==> src/verilog/fsw_pkg.sv <==
// constants, types and helpers for the flash program/erase/wrap sequencer
// Behaviour
// host sends 77h, 24 dummy bits, wrap byte
// wrap acts only on quad io reads, spi
// disable resets one; length codes 8..64 bytes
// host leaves wrap by writing disable one
// program and erase need write enable latch
// host sends 02h, three address, data bytes
// data past page end wraps to page start
// over 256 bytes keeps only last 256
// short data leaves other page bytes untouched
// program needs select high on byte boundary
// program cycle sets busy, clears write latch
// program to protected page is refused
// quad program 32h needs quad enable bit
// sector erase 20h erases whole sector
// block erase 52h erases whole 32k block
// block erase d8h erases whole 64k block
// erase needs select high after address
// erase cycle sets busy, clears write latch
// erase of protected area is refused
// host holds select low whole sequence
// wrapped read restarts at section start
// busy device ignores program and erase
package fsw_pkg;

  // system clock period
  localparam int CLK_PERIOD_NS = 50;

  // opcodes
  localparam logic [7:0] OP_SET_WRAP = 8'h77;
  localparam logic [7:0] OP_PAGE_PROG = 8'h02;
  localparam logic [7:0] OP_QUAD_PROG = 8'h32;
  localparam logic [7:0] OP_SECTOR_ERASE = 8'h20;
  localparam logic [7:0] OP_ERASE_32K = 8'h52;
  localparam logic [7:0] OP_ERASE_64K = 8'hd8;

  // wrap byte layout and reset values
  localparam int WRAP_DIS_POS = 4;
  localparam int WRAP_LEN_LSB = 5;
  localparam logic WRAP_DIS_RESET = 1'b1;
  localparam logic [1:0] WRAP_LEN_RESET = 2'h0;

  // address bytes per command, minus one
  localparam logic [1:0] ADDR_LAST = 2'h2;

  // alignment masks of the erase units
  localparam logic [23:0] SECTOR_MASK = 24'h00_0fff;
  localparam logic [23:0] BLK32_MASK = 24'h00_7fff;
  localparam logic [23:0] BLK64_MASK = 24'h00_ffff;

  // self-timed cycle durations
  localparam int PAGE_PROG_TIME_US = 600;
  localparam int SECTOR_ERASE_TIME_US = 100_000;
  localparam int SMALL_BLOCK_ERASE_TIME_US = 300_000;
  localparam int LARGE_BLOCK_ERASE_TIME_US = 500_000;
  localparam int PROG_CYCLES = PAGE_PROG_TIME_US * 1000 / CLK_PERIOD_NS;
  localparam int SECTOR_CYCLES = SECTOR_ERASE_TIME_US * 1000 / CLK_PERIOD_NS;
  localparam int BLK32_CYCLES =
    SMALL_BLOCK_ERASE_TIME_US * 1000 / CLK_PERIOD_NS;
  localparam int BLK64_CYCLES =
    LARGE_BLOCK_ERASE_TIME_US * 1000 / CLK_PERIOD_NS;

  // frame phases
  typedef enum logic [2:0] {
    PH_CMD, PH_ADDR, PH_DATA, PH_DONE, PH_SKIP
  } fsw_phase_t;

  // decoded commands
  typedef enum logic [2:0] {
    CMD_NONE, CMD_WRAP, CMD_PROG, CMD_QPROG, CMD_SE, CMD_ERASE_32K_BLOCK_COMMAND, CMD_ERASE_64K_BLOCK_COMMAND
  } fsw_cmd_t;

  // erase unit sizes
  typedef enum logic [1:0] {
    ERASE_SECTOR, ERASE_32K, ERASE_64K
  } fsw_esize_t;

  // protection: low three bits n protect 2^(n-1) 64k blocks at the top,
  // bit 3 moves the area to the bottom; every erase unit sits in one
  // 64k block so checking that block is enough
  function automatic logic fsw_protected(input logic [4:0] bp,
                                         input logic [23:0] addr);
    logic [6:0] cnt;
    logic [6:0] blk;
    cnt = 7'h00;
    blk = {1'b0, addr[21:16]};
    if (bp[2:0] != 3'h0) begin
      cnt = 7'(7'h01 << (bp[2:0] - 3'h1));
    end
    if (bp[3]) begin
      return blk < cnt;
    end
    return (cnt != 7'h00) && (blk >= 7'(7'h40 - cnt));
  endfunction : fsw_protected

endpackage : fsw_pkg

==> src/verilog/fsw_page_ram.sv <==
// page buffer of 256 bytes with a registered read port
`timescale 1ns/1ns
`default_nettype none
module fsw_page_ram (
  // clock
  input wire logic clk_i,
  // write port
  input wire logic wr_en_i,
  input wire logic [7:0] wr_addr_i,
  input wire logic [7:0] wr_data_i,
  // read port
  input wire logic [7:0] rd_addr_i,
  output logic [7:0] rd_data_o
);

  // storage, no reset: validity is tracked by the sequencer
  logic [7:0] mem [256];

  // write and registered read
  always_ff @(posedge clk_i) begin
    if (wr_en_i) begin
      mem[wr_addr_i] <= wr_data_i;
    end
    rd_data_o <= mem[rd_addr_i];
  end

endmodule : fsw_page_ram
`default_nettype wire

==> src/verilog/fsw_sequencer.sv <==
// serial flash program, erase and wrap-setting command sequencer
`timescale 1ns/1ns
`default_nettype none
module fsw_sequencer #(
  parameter int PROG_CYCLES = fsw_pkg::PROG_CYCLES,
  parameter int SECTOR_CYCLES = fsw_pkg::SECTOR_CYCLES,
  parameter int BLK32_CYCLES = fsw_pkg::BLK32_CYCLES,
  parameter int BLK64_CYCLES = fsw_pkg::BLK64_CYCLES
) (
  // clock and reset
  input wire logic sys_clk_i,
  input wire logic resetn_i,
  // spi pins, sampled
  input wire logic cs_n_i,
  input wire logic sclk_i,
  input wire logic [3:0] io_i,
  // status and control from the rest of the device
  input wire logic write_enable_command_i,
  input wire logic write_disable_command_i,
  input wire logic quad_enable_bit_i,
  input wire logic quad_command_mode_i,
  input wire logic [4:0] block_protection_bits_i,
  // read address generator
  input wire logic rd_start_i,
  input wire logic [23:0] rd_start_addr_i,
  input wire logic rd_step_i,
  input wire logic rd_quad_io_i,
  output logic [23:0] rd_addr_o,
  // status
  output logic write_in_progress_flag_o,
  output logic write_enable_latch_o,
  output logic wrap_disable_bit_o,
  output logic [1:0] wrap_length_bits_o,
  // array port
  output logic arr_prog_o,
  output logic arr_erase_o,
  output logic [1:0] arr_erase_size_o,
  output logic [23:0] arr_addr_o,
  output logic [7:0] arr_data_o
);

  // all state in one record
  typedef struct packed {
    logic sclk_m;
    logic sclk_s;
    logic sclk_d;
    logic cs_m;
    logic cs_s;
    logic cs_d;
    logic [3:0] io_m;
    logic [3:0] io_s;
    fsw_pkg::fsw_phase_t phase;
    fsw_pkg::fsw_cmd_t cmd;
    logic [7:0] shift;
    logic [2:0] bit_cnt;
    logic [1:0] byte_cnt;
    logic [23:0] addr;
    logic data_seen;
    logic [255:0] loaded;
    logic write_enable_latch;
    logic write_in_progress_flag;
    logic [23:0] timer;
    logic streaming;
    logic [8:0] stream_idx;
    logic rd_valid;
    logic [7:0] rd_idx;
    logic [15:0] page;
    logic wrap_dis;
    logic [1:0] wrap_len;
    logic [23:0] rd_addr;
    logic prog;
    logic erase;
    fsw_pkg::fsw_esize_t esize;
    logic [23:0] arr_addr;
    logic [7:0] arr_data;
  } fsw_state_t;

  fsw_state_t st_reg; // registered state
  fsw_state_t st_next; // next state
  logic wr_en; // page buffer write strobe
  logic [7:0] rd_data; // page buffer read data
  logic sclk_rise; // sampled clock rising edge
  logic frame_end; // sampled select rising edge

  assign sclk_rise = st_reg.sclk_s & ~st_reg.sclk_d;
  assign frame_end = st_reg.cs_s & ~st_reg.cs_d;

  // page buffer holds the bytes latched in a program frame
  fsw_page_ram u_page (
    .clk_i(sys_clk_i),
    .wr_en_i(wr_en),
    .wr_addr_i(st_reg.addr[7:0]),
    .wr_data_i(st_next.shift),
    .rd_addr_i(st_reg.stream_idx[7:0]),
    .rd_data_o(rd_data)
  );

  // whole next-state logic
  always_comb begin
    logic quad;
    logic [3:0] cnt;
    logic [7:0] sh;
    logic [7:0] wmask;
    quad = 1'b0;
    cnt = 4'h0;
    sh = 8'h00;
    wmask = 8'h00;
    st_next = st_reg;
    wr_en = 1'b0;
    // two-stage synchronisers, then one delay for edge finding
    st_next.sclk_m = sclk_i;
    st_next.sclk_s = st_reg.sclk_m;
    st_next.sclk_d = st_reg.sclk_s;
    st_next.cs_m = cs_n_i;
    st_next.cs_s = st_reg.cs_m;
    st_next.cs_d = st_reg.cs_s;
    st_next.io_m = io_i;
    st_next.io_s = st_reg.io_m;
    st_next.prog = 1'b0;
    st_next.erase = 1'b0;

    // bit capture inside a frame
    if (!st_reg.cs_s && sclk_rise) begin
      // quad program carries address and data on all four lines
      quad = (st_reg.cmd == fsw_pkg::CMD_QPROG) &&
             (st_reg.phase != fsw_pkg::PH_CMD);
      sh = quad ? {st_reg.shift[3:0], st_reg.io_s}
                : {st_reg.shift[6:0], st_reg.io_s[0]};
      cnt = {1'b0, st_reg.bit_cnt} + (quad ? 4'h4 : 4'h1);
      st_next.shift = sh;
      st_next.bit_cnt = cnt[2:0];
      // any clock after the last address bit spoils an erase
      if (st_reg.phase == fsw_pkg::PH_DONE &&
          st_reg.cmd != fsw_pkg::CMD_WRAP) begin
        st_next.phase = fsw_pkg::PH_SKIP;
      end else if (cnt[3]) begin
        unique case (st_reg.phase)
          fsw_pkg::PH_CMD: begin
            st_next.phase = fsw_pkg::PH_ADDR;
            st_next.byte_cnt = 2'h0;
            case (sh)
              fsw_pkg::OP_SET_WRAP: st_next.cmd = fsw_pkg::CMD_WRAP;
              fsw_pkg::OP_PAGE_PROG: st_next.cmd = fsw_pkg::CMD_PROG;
              fsw_pkg::OP_QUAD_PROG: st_next.cmd = fsw_pkg::CMD_QPROG;
              fsw_pkg::OP_SECTOR_ERASE: st_next.cmd = fsw_pkg::CMD_SE;
              fsw_pkg::OP_ERASE_32K: st_next.cmd = fsw_pkg::CMD_ERASE_32K_BLOCK_COMMAND;
              fsw_pkg::OP_ERASE_64K: st_next.cmd = fsw_pkg::CMD_ERASE_64K_BLOCK_COMMAND;
              default: st_next.phase = fsw_pkg::PH_SKIP;
            endcase
            // quad program without the enable bit is not decoded
            if (sh == fsw_pkg::OP_QUAD_PROG && !quad_enable_bit_i) begin
              st_next.phase = fsw_pkg::PH_SKIP;
            end
            // busy: only the wrap setting still gets through
            if (st_reg.write_in_progress_flag && sh != fsw_pkg::OP_SET_WRAP) begin
              st_next.phase = fsw_pkg::PH_SKIP;
            end
            // fresh program frame starts with an empty page image
            st_next.loaded = '0;
            st_next.data_seen = 1'b0;
          end
          fsw_pkg::PH_ADDR: begin
            // 24 address bits, or 24 dummy bits for the wrap setting
            st_next.addr = {st_reg.addr[15:0], sh};
            st_next.byte_cnt = st_reg.byte_cnt + 2'h1;
            if (st_reg.byte_cnt == fsw_pkg::ADDR_LAST) begin
              st_next.phase = (st_reg.cmd == fsw_pkg::CMD_WRAP ||
                               st_reg.cmd == fsw_pkg::CMD_PROG ||
                               st_reg.cmd == fsw_pkg::CMD_QPROG)
                              ? fsw_pkg::PH_DATA : fsw_pkg::PH_DONE;
            end
          end
          fsw_pkg::PH_DATA: begin
            if (st_reg.cmd == fsw_pkg::CMD_WRAP) begin
              // wrap byte takes effect as soon as it is complete
              st_next.wrap_dis = sh[fsw_pkg::WRAP_DIS_POS];
              st_next.wrap_len = sh[fsw_pkg::WRAP_LEN_LSB +: 2];
              st_next.phase = fsw_pkg::PH_DONE;
            end else begin
              // low address byte rolls over inside the page, so a
              // later byte to the same slot replaces the earlier one
              wr_en = 1'b1;
              st_next.loaded[st_reg.addr[7:0]] = 1'b1;
              st_next.addr[7:0] = st_reg.addr[7:0] + 8'h01;
              st_next.data_seen = 1'b1;
            end
          end
          default: begin
            // done or skipped: later bits are dropped
          end
        endcase
      end
    end

    // select high: decide and clear the frame
    if (frame_end && !st_reg.write_in_progress_flag) begin
      if ((st_reg.cmd == fsw_pkg::CMD_PROG ||
           st_reg.cmd == fsw_pkg::CMD_QPROG) &&
          st_reg.phase == fsw_pkg::PH_DATA && st_reg.bit_cnt == 3'h0 &&
          st_reg.data_seen && st_reg.write_enable_latch &&
          !fsw_pkg::fsw_protected(block_protection_bits_i,
                                  st_reg.addr)) begin
        st_next.write_in_progress_flag = 1'b1;
        st_next.write_enable_latch = 1'b0;
        st_next.timer = 24'(PROG_CYCLES);
        st_next.streaming = 1'b1;
        st_next.stream_idx = 9'h000;
        st_next.page = st_reg.addr[23:8];
      end
      if ((st_reg.cmd == fsw_pkg::CMD_SE ||
           st_reg.cmd == fsw_pkg::CMD_ERASE_32K_BLOCK_COMMAND ||
           st_reg.cmd == fsw_pkg::CMD_ERASE_64K_BLOCK_COMMAND) &&
          st_reg.phase == fsw_pkg::PH_DONE && st_reg.write_enable_latch &&
          !fsw_pkg::fsw_protected(block_protection_bits_i,
                                  st_reg.addr)) begin
        st_next.write_in_progress_flag = 1'b1;
        st_next.write_enable_latch = 1'b0;
        st_next.erase = 1'b1;
        // whole unit around the given address
        if (st_reg.cmd == fsw_pkg::CMD_SE) begin
          st_next.arr_addr = st_reg.addr & ~fsw_pkg::SECTOR_MASK;
          st_next.esize = fsw_pkg::ERASE_SECTOR;
          st_next.timer = 24'(SECTOR_CYCLES);
        end else if (st_reg.cmd == fsw_pkg::CMD_ERASE_32K_BLOCK_COMMAND) begin
          st_next.arr_addr = st_reg.addr & ~fsw_pkg::BLK32_MASK;
          st_next.esize = fsw_pkg::ERASE_32K;
          st_next.timer = 24'(BLK32_CYCLES);
        end else begin
          st_next.arr_addr = st_reg.addr & ~fsw_pkg::BLK64_MASK;
          st_next.esize = fsw_pkg::ERASE_64K;
          st_next.timer = 24'(BLK64_CYCLES);
        end
      end
    end
    if (st_reg.cs_s) begin
      st_next.phase = fsw_pkg::PH_CMD;
      st_next.cmd = fsw_pkg::CMD_NONE;
      st_next.bit_cnt = 3'h0;
      st_next.byte_cnt = 2'h0;
    end

    // self-timed cycle countdown
    if (st_reg.write_in_progress_flag) begin
      st_next.timer = st_reg.timer - 24'h00_0001;
      if (st_reg.timer == 24'h00_0001) begin
        st_next.write_in_progress_flag = 1'b0;
      end
    end

    // program cycle streams the loaded bytes to the array;
    // untouched slots are skipped so the array keeps them
    if (st_reg.streaming) begin
      st_next.stream_idx = st_reg.stream_idx + 9'h001;
      st_next.streaming = (st_reg.stream_idx[7:0] != 8'hff);
    end
    st_next.rd_valid = st_reg.streaming;
    st_next.rd_idx = st_reg.stream_idx[7:0];
    if (st_reg.rd_valid && st_reg.loaded[st_reg.rd_idx]) begin
      st_next.prog = 1'b1;
      st_next.arr_addr = {st_reg.page, st_reg.rd_idx};
      st_next.arr_data = rd_data;
    end

    // read address generator with optional wrap inside the page
    unique case (st_reg.wrap_len)
      2'h0: wmask = 8'h07;
      2'h1: wmask = 8'h0f;
      2'h2: wmask = 8'h1f;
      2'h3: wmask = 8'h3f;
    endcase
    if (rd_start_i) begin
      st_next.rd_addr = rd_start_addr_i;
    end else if (rd_step_i) begin
      if (!st_reg.wrap_dis && rd_quad_io_i && !quad_command_mode_i) begin
        st_next.rd_addr[7:0] = (st_reg.rd_addr[7:0] & ~wmask) |
          ((st_reg.rd_addr[7:0] + 8'h01) & wmask);
      end else begin
        st_next.rd_addr = st_reg.rd_addr + 24'h00_0001;
      end
    end

    // write enable latch: a set in the same cycle wins over any clear
    if (write_disable_command_i) begin
      st_next.write_enable_latch = 1'b0;
    end
    if (write_enable_command_i) begin
      st_next.write_enable_latch = 1'b1;
    end
  end

  // state register; wrap starts disabled
  always_ff @(posedge sys_clk_i or negedge resetn_i) begin
    if (!resetn_i) begin
      st_reg <= '0;
      st_reg.sclk_m <= 1'b0;
      st_reg.cs_m <= 1'b1;
      st_reg.cs_s <= 1'b1;
      st_reg.cs_d <= 1'b1;
      st_reg.wrap_dis <= fsw_pkg::WRAP_DIS_RESET;
      st_reg.wrap_len <= fsw_pkg::WRAP_LEN_RESET;
    end else begin
      st_reg <= st_next;
    end
  end

  // outputs straight from the state register
  assign rd_addr_o = st_reg.rd_addr;
  assign write_in_progress_flag_o = st_reg.write_in_progress_flag;
  assign write_enable_latch_o = st_reg.write_enable_latch;
  assign wrap_disable_bit_o = st_reg.wrap_dis;
  assign wrap_length_bits_o = st_reg.wrap_len;
  assign arr_prog_o = st_reg.prog;
  assign arr_erase_o = st_reg.erase;
  assign arr_erase_size_o = st_reg.esize;
  assign arr_addr_o = st_reg.arr_addr;
  assign arr_data_o = st_reg.arr_data;
endmodule : fsw_sequencer
`default_nettype wire

==> config.mk <==
export PLATFORM = sky130hd
export DESIGN_NAME = fsw_sequencer
export DESIGN_NICKNAME = d
export VERILOG_FILES = /design/src/verilog/fsw_pkg.sv /design/src/verilog/fsw_page_ram.sv /design/src/verilog/fsw_sequencer.sv
export SDC_FILE = /design/constraint.sdc
export NUM_CORES = 2
export LEC_CHECK = 0
export ABC_CLOCK_PERIOD_IN_PS = 41900
export CORE_MARGIN = 5
export CORE_UTILIZATION = 61
export CTS_BUF_LIST = sky130_fd_sc_hd__clkbuf_8
export DETAILED_ROUTE_END_ITERATION = 12
export DONT_BUFFER_PORTS = 1
export PLACE_DENSITY = 0.77
export REMOVE_ABC_BUFFERS = 1
export SLEW_MARGIN = 20
export SYNTH_ARGS = -nofsm -noshare
export SYNTH_HDL_FRONTEND = slang
export SYNTH_HIERARCHICAL = 1
export SYNTH_SLANG_ARGS = --single-unit
==> constraint.sdc <==
create_clock -name sys_clk_i -period 41.9 [get_ports sys_clk_i]
set_input_delay 6.285 -clock sys_clk_i [delete_from_list [all_inputs] [get_ports sys_clk_i]]
set_output_delay 6.285 -clock sys_clk_i [all_outputs]
set_load 0.005 [all_outputs]
; Word-level counts from Yosys, hierarchy flattened
; Memories as Yosys holds them, arrays and structs flattened. A register that Yosys moved wholly into a read port is not among the register bits.
; Index checks and enable logic that the tools add are counted.
[word_totals]
in_bits = 44
mem_count = 1
mem_bits_rw = 2048
regBits = 438
latchBits = 0
romBits = 0
[classes]
multipliers = 0
shifts = 1
n_mux = 63
add_sub_neg = 9
eq_ne = 28
n_div = 0
magnitude_cmp = 5
bitwise_logic = 10
n_reduce_logical = 69
[mem_list]
columns = name, words, width, read_ports, rd_clocked_by_memory_dff, write_ports, line
row1 = u_page.mem, 256, 8, 1, 1, 1, fsw_page_ram.sv:17  ; logic [7:0] mem [256];
[ops]
columns = cell, count
row1 = two-way mux 283 bit, 2
row2 = one-hot mux 257 bit (2 select lines), 1
row3 = two-way mux 300 bit, 1
row4 = two-way mux 265 bit, 1
row5 = OR 256 bit, 1
row6 = two-way mux 24 bit, 4
row7 = two-way mux 26 bit, 3
row8 = two-way mux 36 bit, 2
row9 = two-way mux 27 bit, 2
row10 = two-way mux 16 bit, 2
row11 = two-way mux 32 bit, 1
row12 = one-hot mux 8 bit (4 select lines), 1
row13 = two-way mux 3 bit, 9
row14 = two-way mux 25 bit, 1
row15 = AND reduction 5 bit, 5
row16 = adder 24 x 1 -> 24 bit (second input constant), 1
row17 = equality test 24 x 1 -> 1 bit (second input constant), 1
row18 = subtractor 24 x 1 -> 24 bit (second input constant), 1
row19 = nonzero test 2 bit, 11
row20 = logical AND 1 bit, 19
row21 = two-way mux 1 bit, 19
row22 = less-than comparator 8 x 9 -> 1 bit (second input constant), 2
row23 = one-hot mux 3 bit (6 select lines), 1
row24 = nonzero test 3 bit, 6
row25 = 49 further kinds, 88

; Logic depth before layout (Yosys ltp)
[logic_depth]
ltp_word = 16
depth_mapped = 16
depth_no_buf = 12

; Modules after synthesis
; The synthesis kept the hierarchy.
[by_module_without_submodules]
columns = mod, seq_area_each_um2, cells_per_inst, n_inst, area_each_um2
row1 = fsw_page_ram, 61659.1, 3733, 1, 79556.3
row2 = fsw_sequencer, 10940.5, 2011, 1, 20968.9

; Least setup slack after synthesis
; Ideal clock, no wire load.
[synth_timing]
path_kind = register to register
startpoint = register st_reg (netlist bit st_next[435])
endpoint = memory u_page.mem[0][2], data pin
path_buffers = 2
arrival_ns = 10.988
setup_ns = 2.197
setup_slack_ns = 28.715
stages_incl_launch_ff = 6
required_time_ns = 39.703
cell_sequence = dfrtp_1 nand2b_1 clkbuf_1 nor2_1 clkbuf_1 o21ai_0
[synth_lines]
columns = item, line
row1 = start: declaration, fsw_sequencer.sv:78  ; fsw_state_t st_reg;
row2 = start signal: assignment, fsw_sequencer.sv:302  ; st_reg <= st_next;
row3 = end: declaration, fsw_page_ram.sv:17

; Final worst setup path
[layout_timing]
startpoint = input block_protection_bits_i[0]
endpoint = register st_reg (netlist bit arr_addr_o[17])
[layout_via]
elab_chain_cells = 13
elab_cells_between_ends = 17
cone_classes = add/sub (2) / order compare (2) / shift (1) / mux (5) / reduce/logical (7)
[layout_rtl]
columns = item, line
row1 = start: declaration, fsw_sequencer.sv:22  ; input wire logic [4:0] block_protection_bits_i,
row2 = subtractor 3 x 1 -> 3 bit, fsw_pkg.sv:89  ; cnt = 7'(7'h01 << (bp[2:0] - 3'h1));
row3 = left shift 1 x 3 -> 7 bit, fsw_pkg.sv:89
row4 = two-way mux 7 bit (*), fsw_pkg.sv:88  ; if (bp[2:0] != 3'h0) begin
row5 = two-way mux 7 bit (*), fsw_sequencer.sv:196  ; if (frame_end && !st_reg.write_in_progress_flag) begin
row6 = subtractor 7 bit, fsw_pkg.sv:94  ; return (cnt != 7'h00) && (blk >= 7'(7'h40 - cnt));
row7 = greater-or-equal comparator 6 x 7 -> 1 bit, fsw_pkg.sv:94
row8 = logical AND 1 bit, fsw_pkg.sv:94
row9 = two-way mux 1 bit (*), fsw_pkg.sv:94
row10 = two-way mux 1 bit (*), fsw_sequencer.sv:196
row11 = zero test 1 bit (*), fsw_sequencer.sv:214  ; !fsw_pkg::fsw_protected(block_protection_bits_i,
row12 = logical AND 1 bit (*), fsw_sequencer.sv:213  ; st_reg.phase == fsw_pkg::PH_DONE && st_reg.write_enable_latch &&
row13 = nonzero test 2 bit (no line) (*), n/a
row14 = AND reduction 2 bit (no line) (*), n/a
; Every way passes the cells marked *; elsewhere a longest branch is shown, timed or not. The select of a mux whose other input is x is not followed.
; A chain may end at the register's enable or synchronous reset.

==> results.toml <==
[status]
outcome = "complete, but fails checks"
violated_checks = "slew limit"

[logic_synthesis]
ys_seq_area_share_pct = 72.22
post_synth_inst_count = 5744
synth_top_flop_cell = "sky130_fd_sc_hd__edfxtp_1"
synth_largest_type_area_fraction_pct = 61.18
number_of_enable_type_register_cells_in_the_synthesized_netlist = 2048
synthesis.area_per_instance_sq_um = 17.50
synth_area_sq_um = 100500
async_sr_flop_fraction_pct = 17.53
synth_area_leaders = "sky130_fd_sc_hd__edfxtp_1 61%, sky130_fd_sc_hd__mux4_2 11%, sky130_fd_sc_hd__dfrtp_1 11%"
yosysUniqueCellTypes = 90
synth-seq-cells = 2493
yosysWarnings = 6
netlist.top_cell.by_area = "sky130_fd_sc_hd__edfxtp_1"

[worst_setup_path]
reg2reg_slack_ns = 35.33
arrival_ns = 9.61
crit_required_ns = 42.80
crit_path_end_kind = "flip-flop"
crit_path_max_fanout = 23
launching_element_type_of_the_critical_path = "input pin"
r2r-end = "u_page/rd_data_o[3]$_DFF_P_"
criticalPathCategory = "in2reg"
worstReg2RegStart = "st_next[79]$_DFFE_PN0P_"
reg2reg_depth = 10

[placed_design]
pre_cts_ws_ns = 32.15
place.detailed.hpwl_um = 140200
place.gp.congestion = 0.8647
placed_cell_area_sq_um = 101800
placement.io_buffers = 0
dpl.cell_count = 7611

[sta]
final_hold_viol_count = 0
tns_setup_ns = 0
timing.slew.headroom_pct = -7.734
timing.hold.ws_ns = 0.3537
post-route-worst-setup-slack_ns = 33.19
layout_worst_path_cycle_share_pct = 20.78
clock-skew-final_ns = 0.05006
fmax_mhz = 114.8
max_slew.worst_pin.slew_ns = 1.616
setup_violations = 0
grt_setup_unrepaired = "false"
final_period_minus_worst_setup_slack_ns = 8.708
final_max_slew_viol_count = 92

[worst_hold_path]
timing.hold.worst_path_depth = 0
hold_path.startpoint = "st_next[436]$_DFF_PN0_"
hold_end = "st_next[435]$_DFF_PN0_"
min-delay-path-class = "reg2reg"

[clock_network]
clock_latency_ns = 1.06
cts_max_path_buffers = 4
cts_made_buffers = 384
post_cts.resized_instances = 0
worst_setup_hold_path_clk_slew_ns = 0.06
htree_num_levels = 5
clock_sinks = 2493
cts_tree = "built"
cts.hold.buffers_added = 0
post-cts-setup-buffers = 0
clock_tree.root_cell = "sky130_fd_sc_hd__clkbuf_8"

[finish]
final_util_pct = 66.23
layout.cell_area.non_filler_sq_um = 108900
nFillCells = 10600
most_common_library_cell_in_the_layout_ignoring_fill_and_taps = "sky130_fd_sc_hd__edfxtp_1"
layout.nets = 5881
syn2layout_area_growth_pct = 8.339
layout_common_cells = "2048 x sky130_fd_sc_hd__edfxtp_1, 633 x sky130_fd_sc_hd__nor2_1, 496 x sky130_fd_sc_hd__mux4_2"
final_layout_size_suffix_gt1_share_pct = 20.05
max_ffs_per_register = 2048
final-instance-count-excl-fill = 8287

[floorplanning]
die_height_um = 416.0
placeableCoreArea_sq_um = 164400
num_rows = 149
die_width_um = 416.0
dieArea_sq_um = 173000
start_util_pct = 61.14
io_pins = 109

[detailed_routing]
routed_wirelength_um = 236500
vias = 54950
firstDrtPassIters = 8
detail_route.wl_per_cell_um = 28.54
first_iter_violations = 7480
drt.antenna.violating_nets = 0
post_drt_via_cell_ratio = 6.631
drcViolationCount = 0

[power]
worst_ir_drop_vdd_mv = 0.04432
powerDensity_nw_per_um2 = 44.81
power.total_mw = 4.880
leakagePower_nw = 36.68

[global_routing]
vias_in_the_first_global_route = 54830
grt_first_pass_wirelength_um = 352100
pin_count_of_the_biggest_net_entering_global_routing = 438
globalRouteTotalUtil_pct = 27.16
initial_antenna_violation_count = 5
grt-ovfl-total = 0

[flow_run]
drv_cap = 0
[logic make-up (layout without fill, tap and decap cells)]
family / Yosys count / in the layout / synth area share, %
multiplexers: 757 / 757 / 14.07
AO/OA/AOI/OAI: 864 / 864 / 5.490
AND/OR/NAND/NOR: 1106 / 1106 / 4.913
buffers and inverters: 464 / 811 / 2.692
other: 0 / 7 / 0
flip-flops: 2493 / 2493 / 72.22
XOR/XNOR: 36 / 36 / 0.3137
adder cells (fa/ha/maj): 24 / 24 / 0.2987
[worst max path at each step]
stage	startpoint	to	slack, ns	cells past startpoint
after CTS	block_protection_bits_i[0]	arr_addr_o[17]$_DFFE_PN0P_	33.25	10
after global placement	block_protection_bits_i[0]	arr_addr_o[20]$_DFFE_PN0P_	32.12	10
after global routing	block_protection_bits_i[0]	arr_addr_o[22]$_DFFE_PN0P_	33.05	10
after detailed placement	block_protection_bits_i[0]	arr_addr_o[23]$_DFFE_PN0P_	32.15	10
after floorplan	st_next[79]$_DFFE_PN0P_	u_page/rd_data_o[1]$_DFF_P_	17.67	6
final	block_protection_bits_i[0]	arr_addr_o[17]$_DFFE_PN0P_	33.19	10
[worst max-delay path, cell delays in order]
cell and delay [ns]:
sky130_fd_sc_hd__or3b_2 0.47, sky130_fd_sc_hd__ha_1 0.28, sky130_fd_sc_hd__xnor2_1 0.19, sky130_fd_sc_hd__ha_1 0.25, sky130_fd_sc_hd__nor2b_1 0.12, sky130_fd_sc_hd__o21ai_0 0.14, sky130_fd_sc_hd__a21oi_1 0.19, sky130_fd_sc_hd__or4b_2 1.02
sky130_fd_sc_hd__mux2_2 0.39, sky130_fd_sc_hd__mux2_4 0.25
[cell type report]
| class | instances | area [sq um] | share of cell area, % |
|---|---|---|---|
| Tap cell | 2189 | 2739 | 2.515 |
| Multi-Input combinational cell | 2787 | 25430 | 23.35 |
| Antenna cell | 7 | 17.52 | 0.01608 |
| Clock inverter | 253 | 1315 | 1.207 |
| Inverter | 33 | 123.9 | 0.1137 |
| Clock buffer | 411 | 5657 | 5.194 |
| Timing Repair Buffer | 114 | 1006 | 0.9237 |
| Sequential cell | 2493 | 72620 | 66.68 |
[Yosys cell counts, drive strengths merged, types with 6 or more instances]
cell / instances
a2111oi: 10
a211oi: 23
a21oi: 368
a221oi: 19
a22o: 10
a22oi: 148
a31o: 8
a31oi: 33
a32oi: 6
and2: 12
and3: 16
buf: 210
clkbuf: 220
dfrtp: 433
dfxtp: 8
edfxtp: 2048
ha: 24
inv: 32
mux2: 67
mux2i: 181
mux4: 509
nand2: 138
nand2b: 20
nand3: 67
nand3b: 9
nand4: 23
nor2: 643
nor2b: 49
nor3: 49
nor3b: 6
nor4: 32
nor4b: 6
o211ai: 19
o21a: 11
o21ai: 82
o221ai: 47
o22a: 9
o22ai: 29
o311ai: 6
o32ai: 6
or2: 6
or3: 8
xnor2: 15
xor2: 21
[layer usage]
| layer | vias up | wire, um | track usage (%) |
|---|---|---|---|
| li1 | 22910 | - | - |
| met1 | 28220 | 88320 | 37.74 |
| met2 | 3246 | 114600 | 42.64 |
| met3 | 571 | 24440 | 6.476 |
| met4 | 0 | 9137 | 10.30 |
| met5 | - | 0 | 0 |
[report_power, final]
part	switching, mW	leakage (nW)	internal [mW]
Clock	0.898	4.04	0.967
Sequential	0.00820	24.2	2.82
Combinational	0.167	8.47	0.0217
No activity file was read; power rests on OpenSTA's default activity.
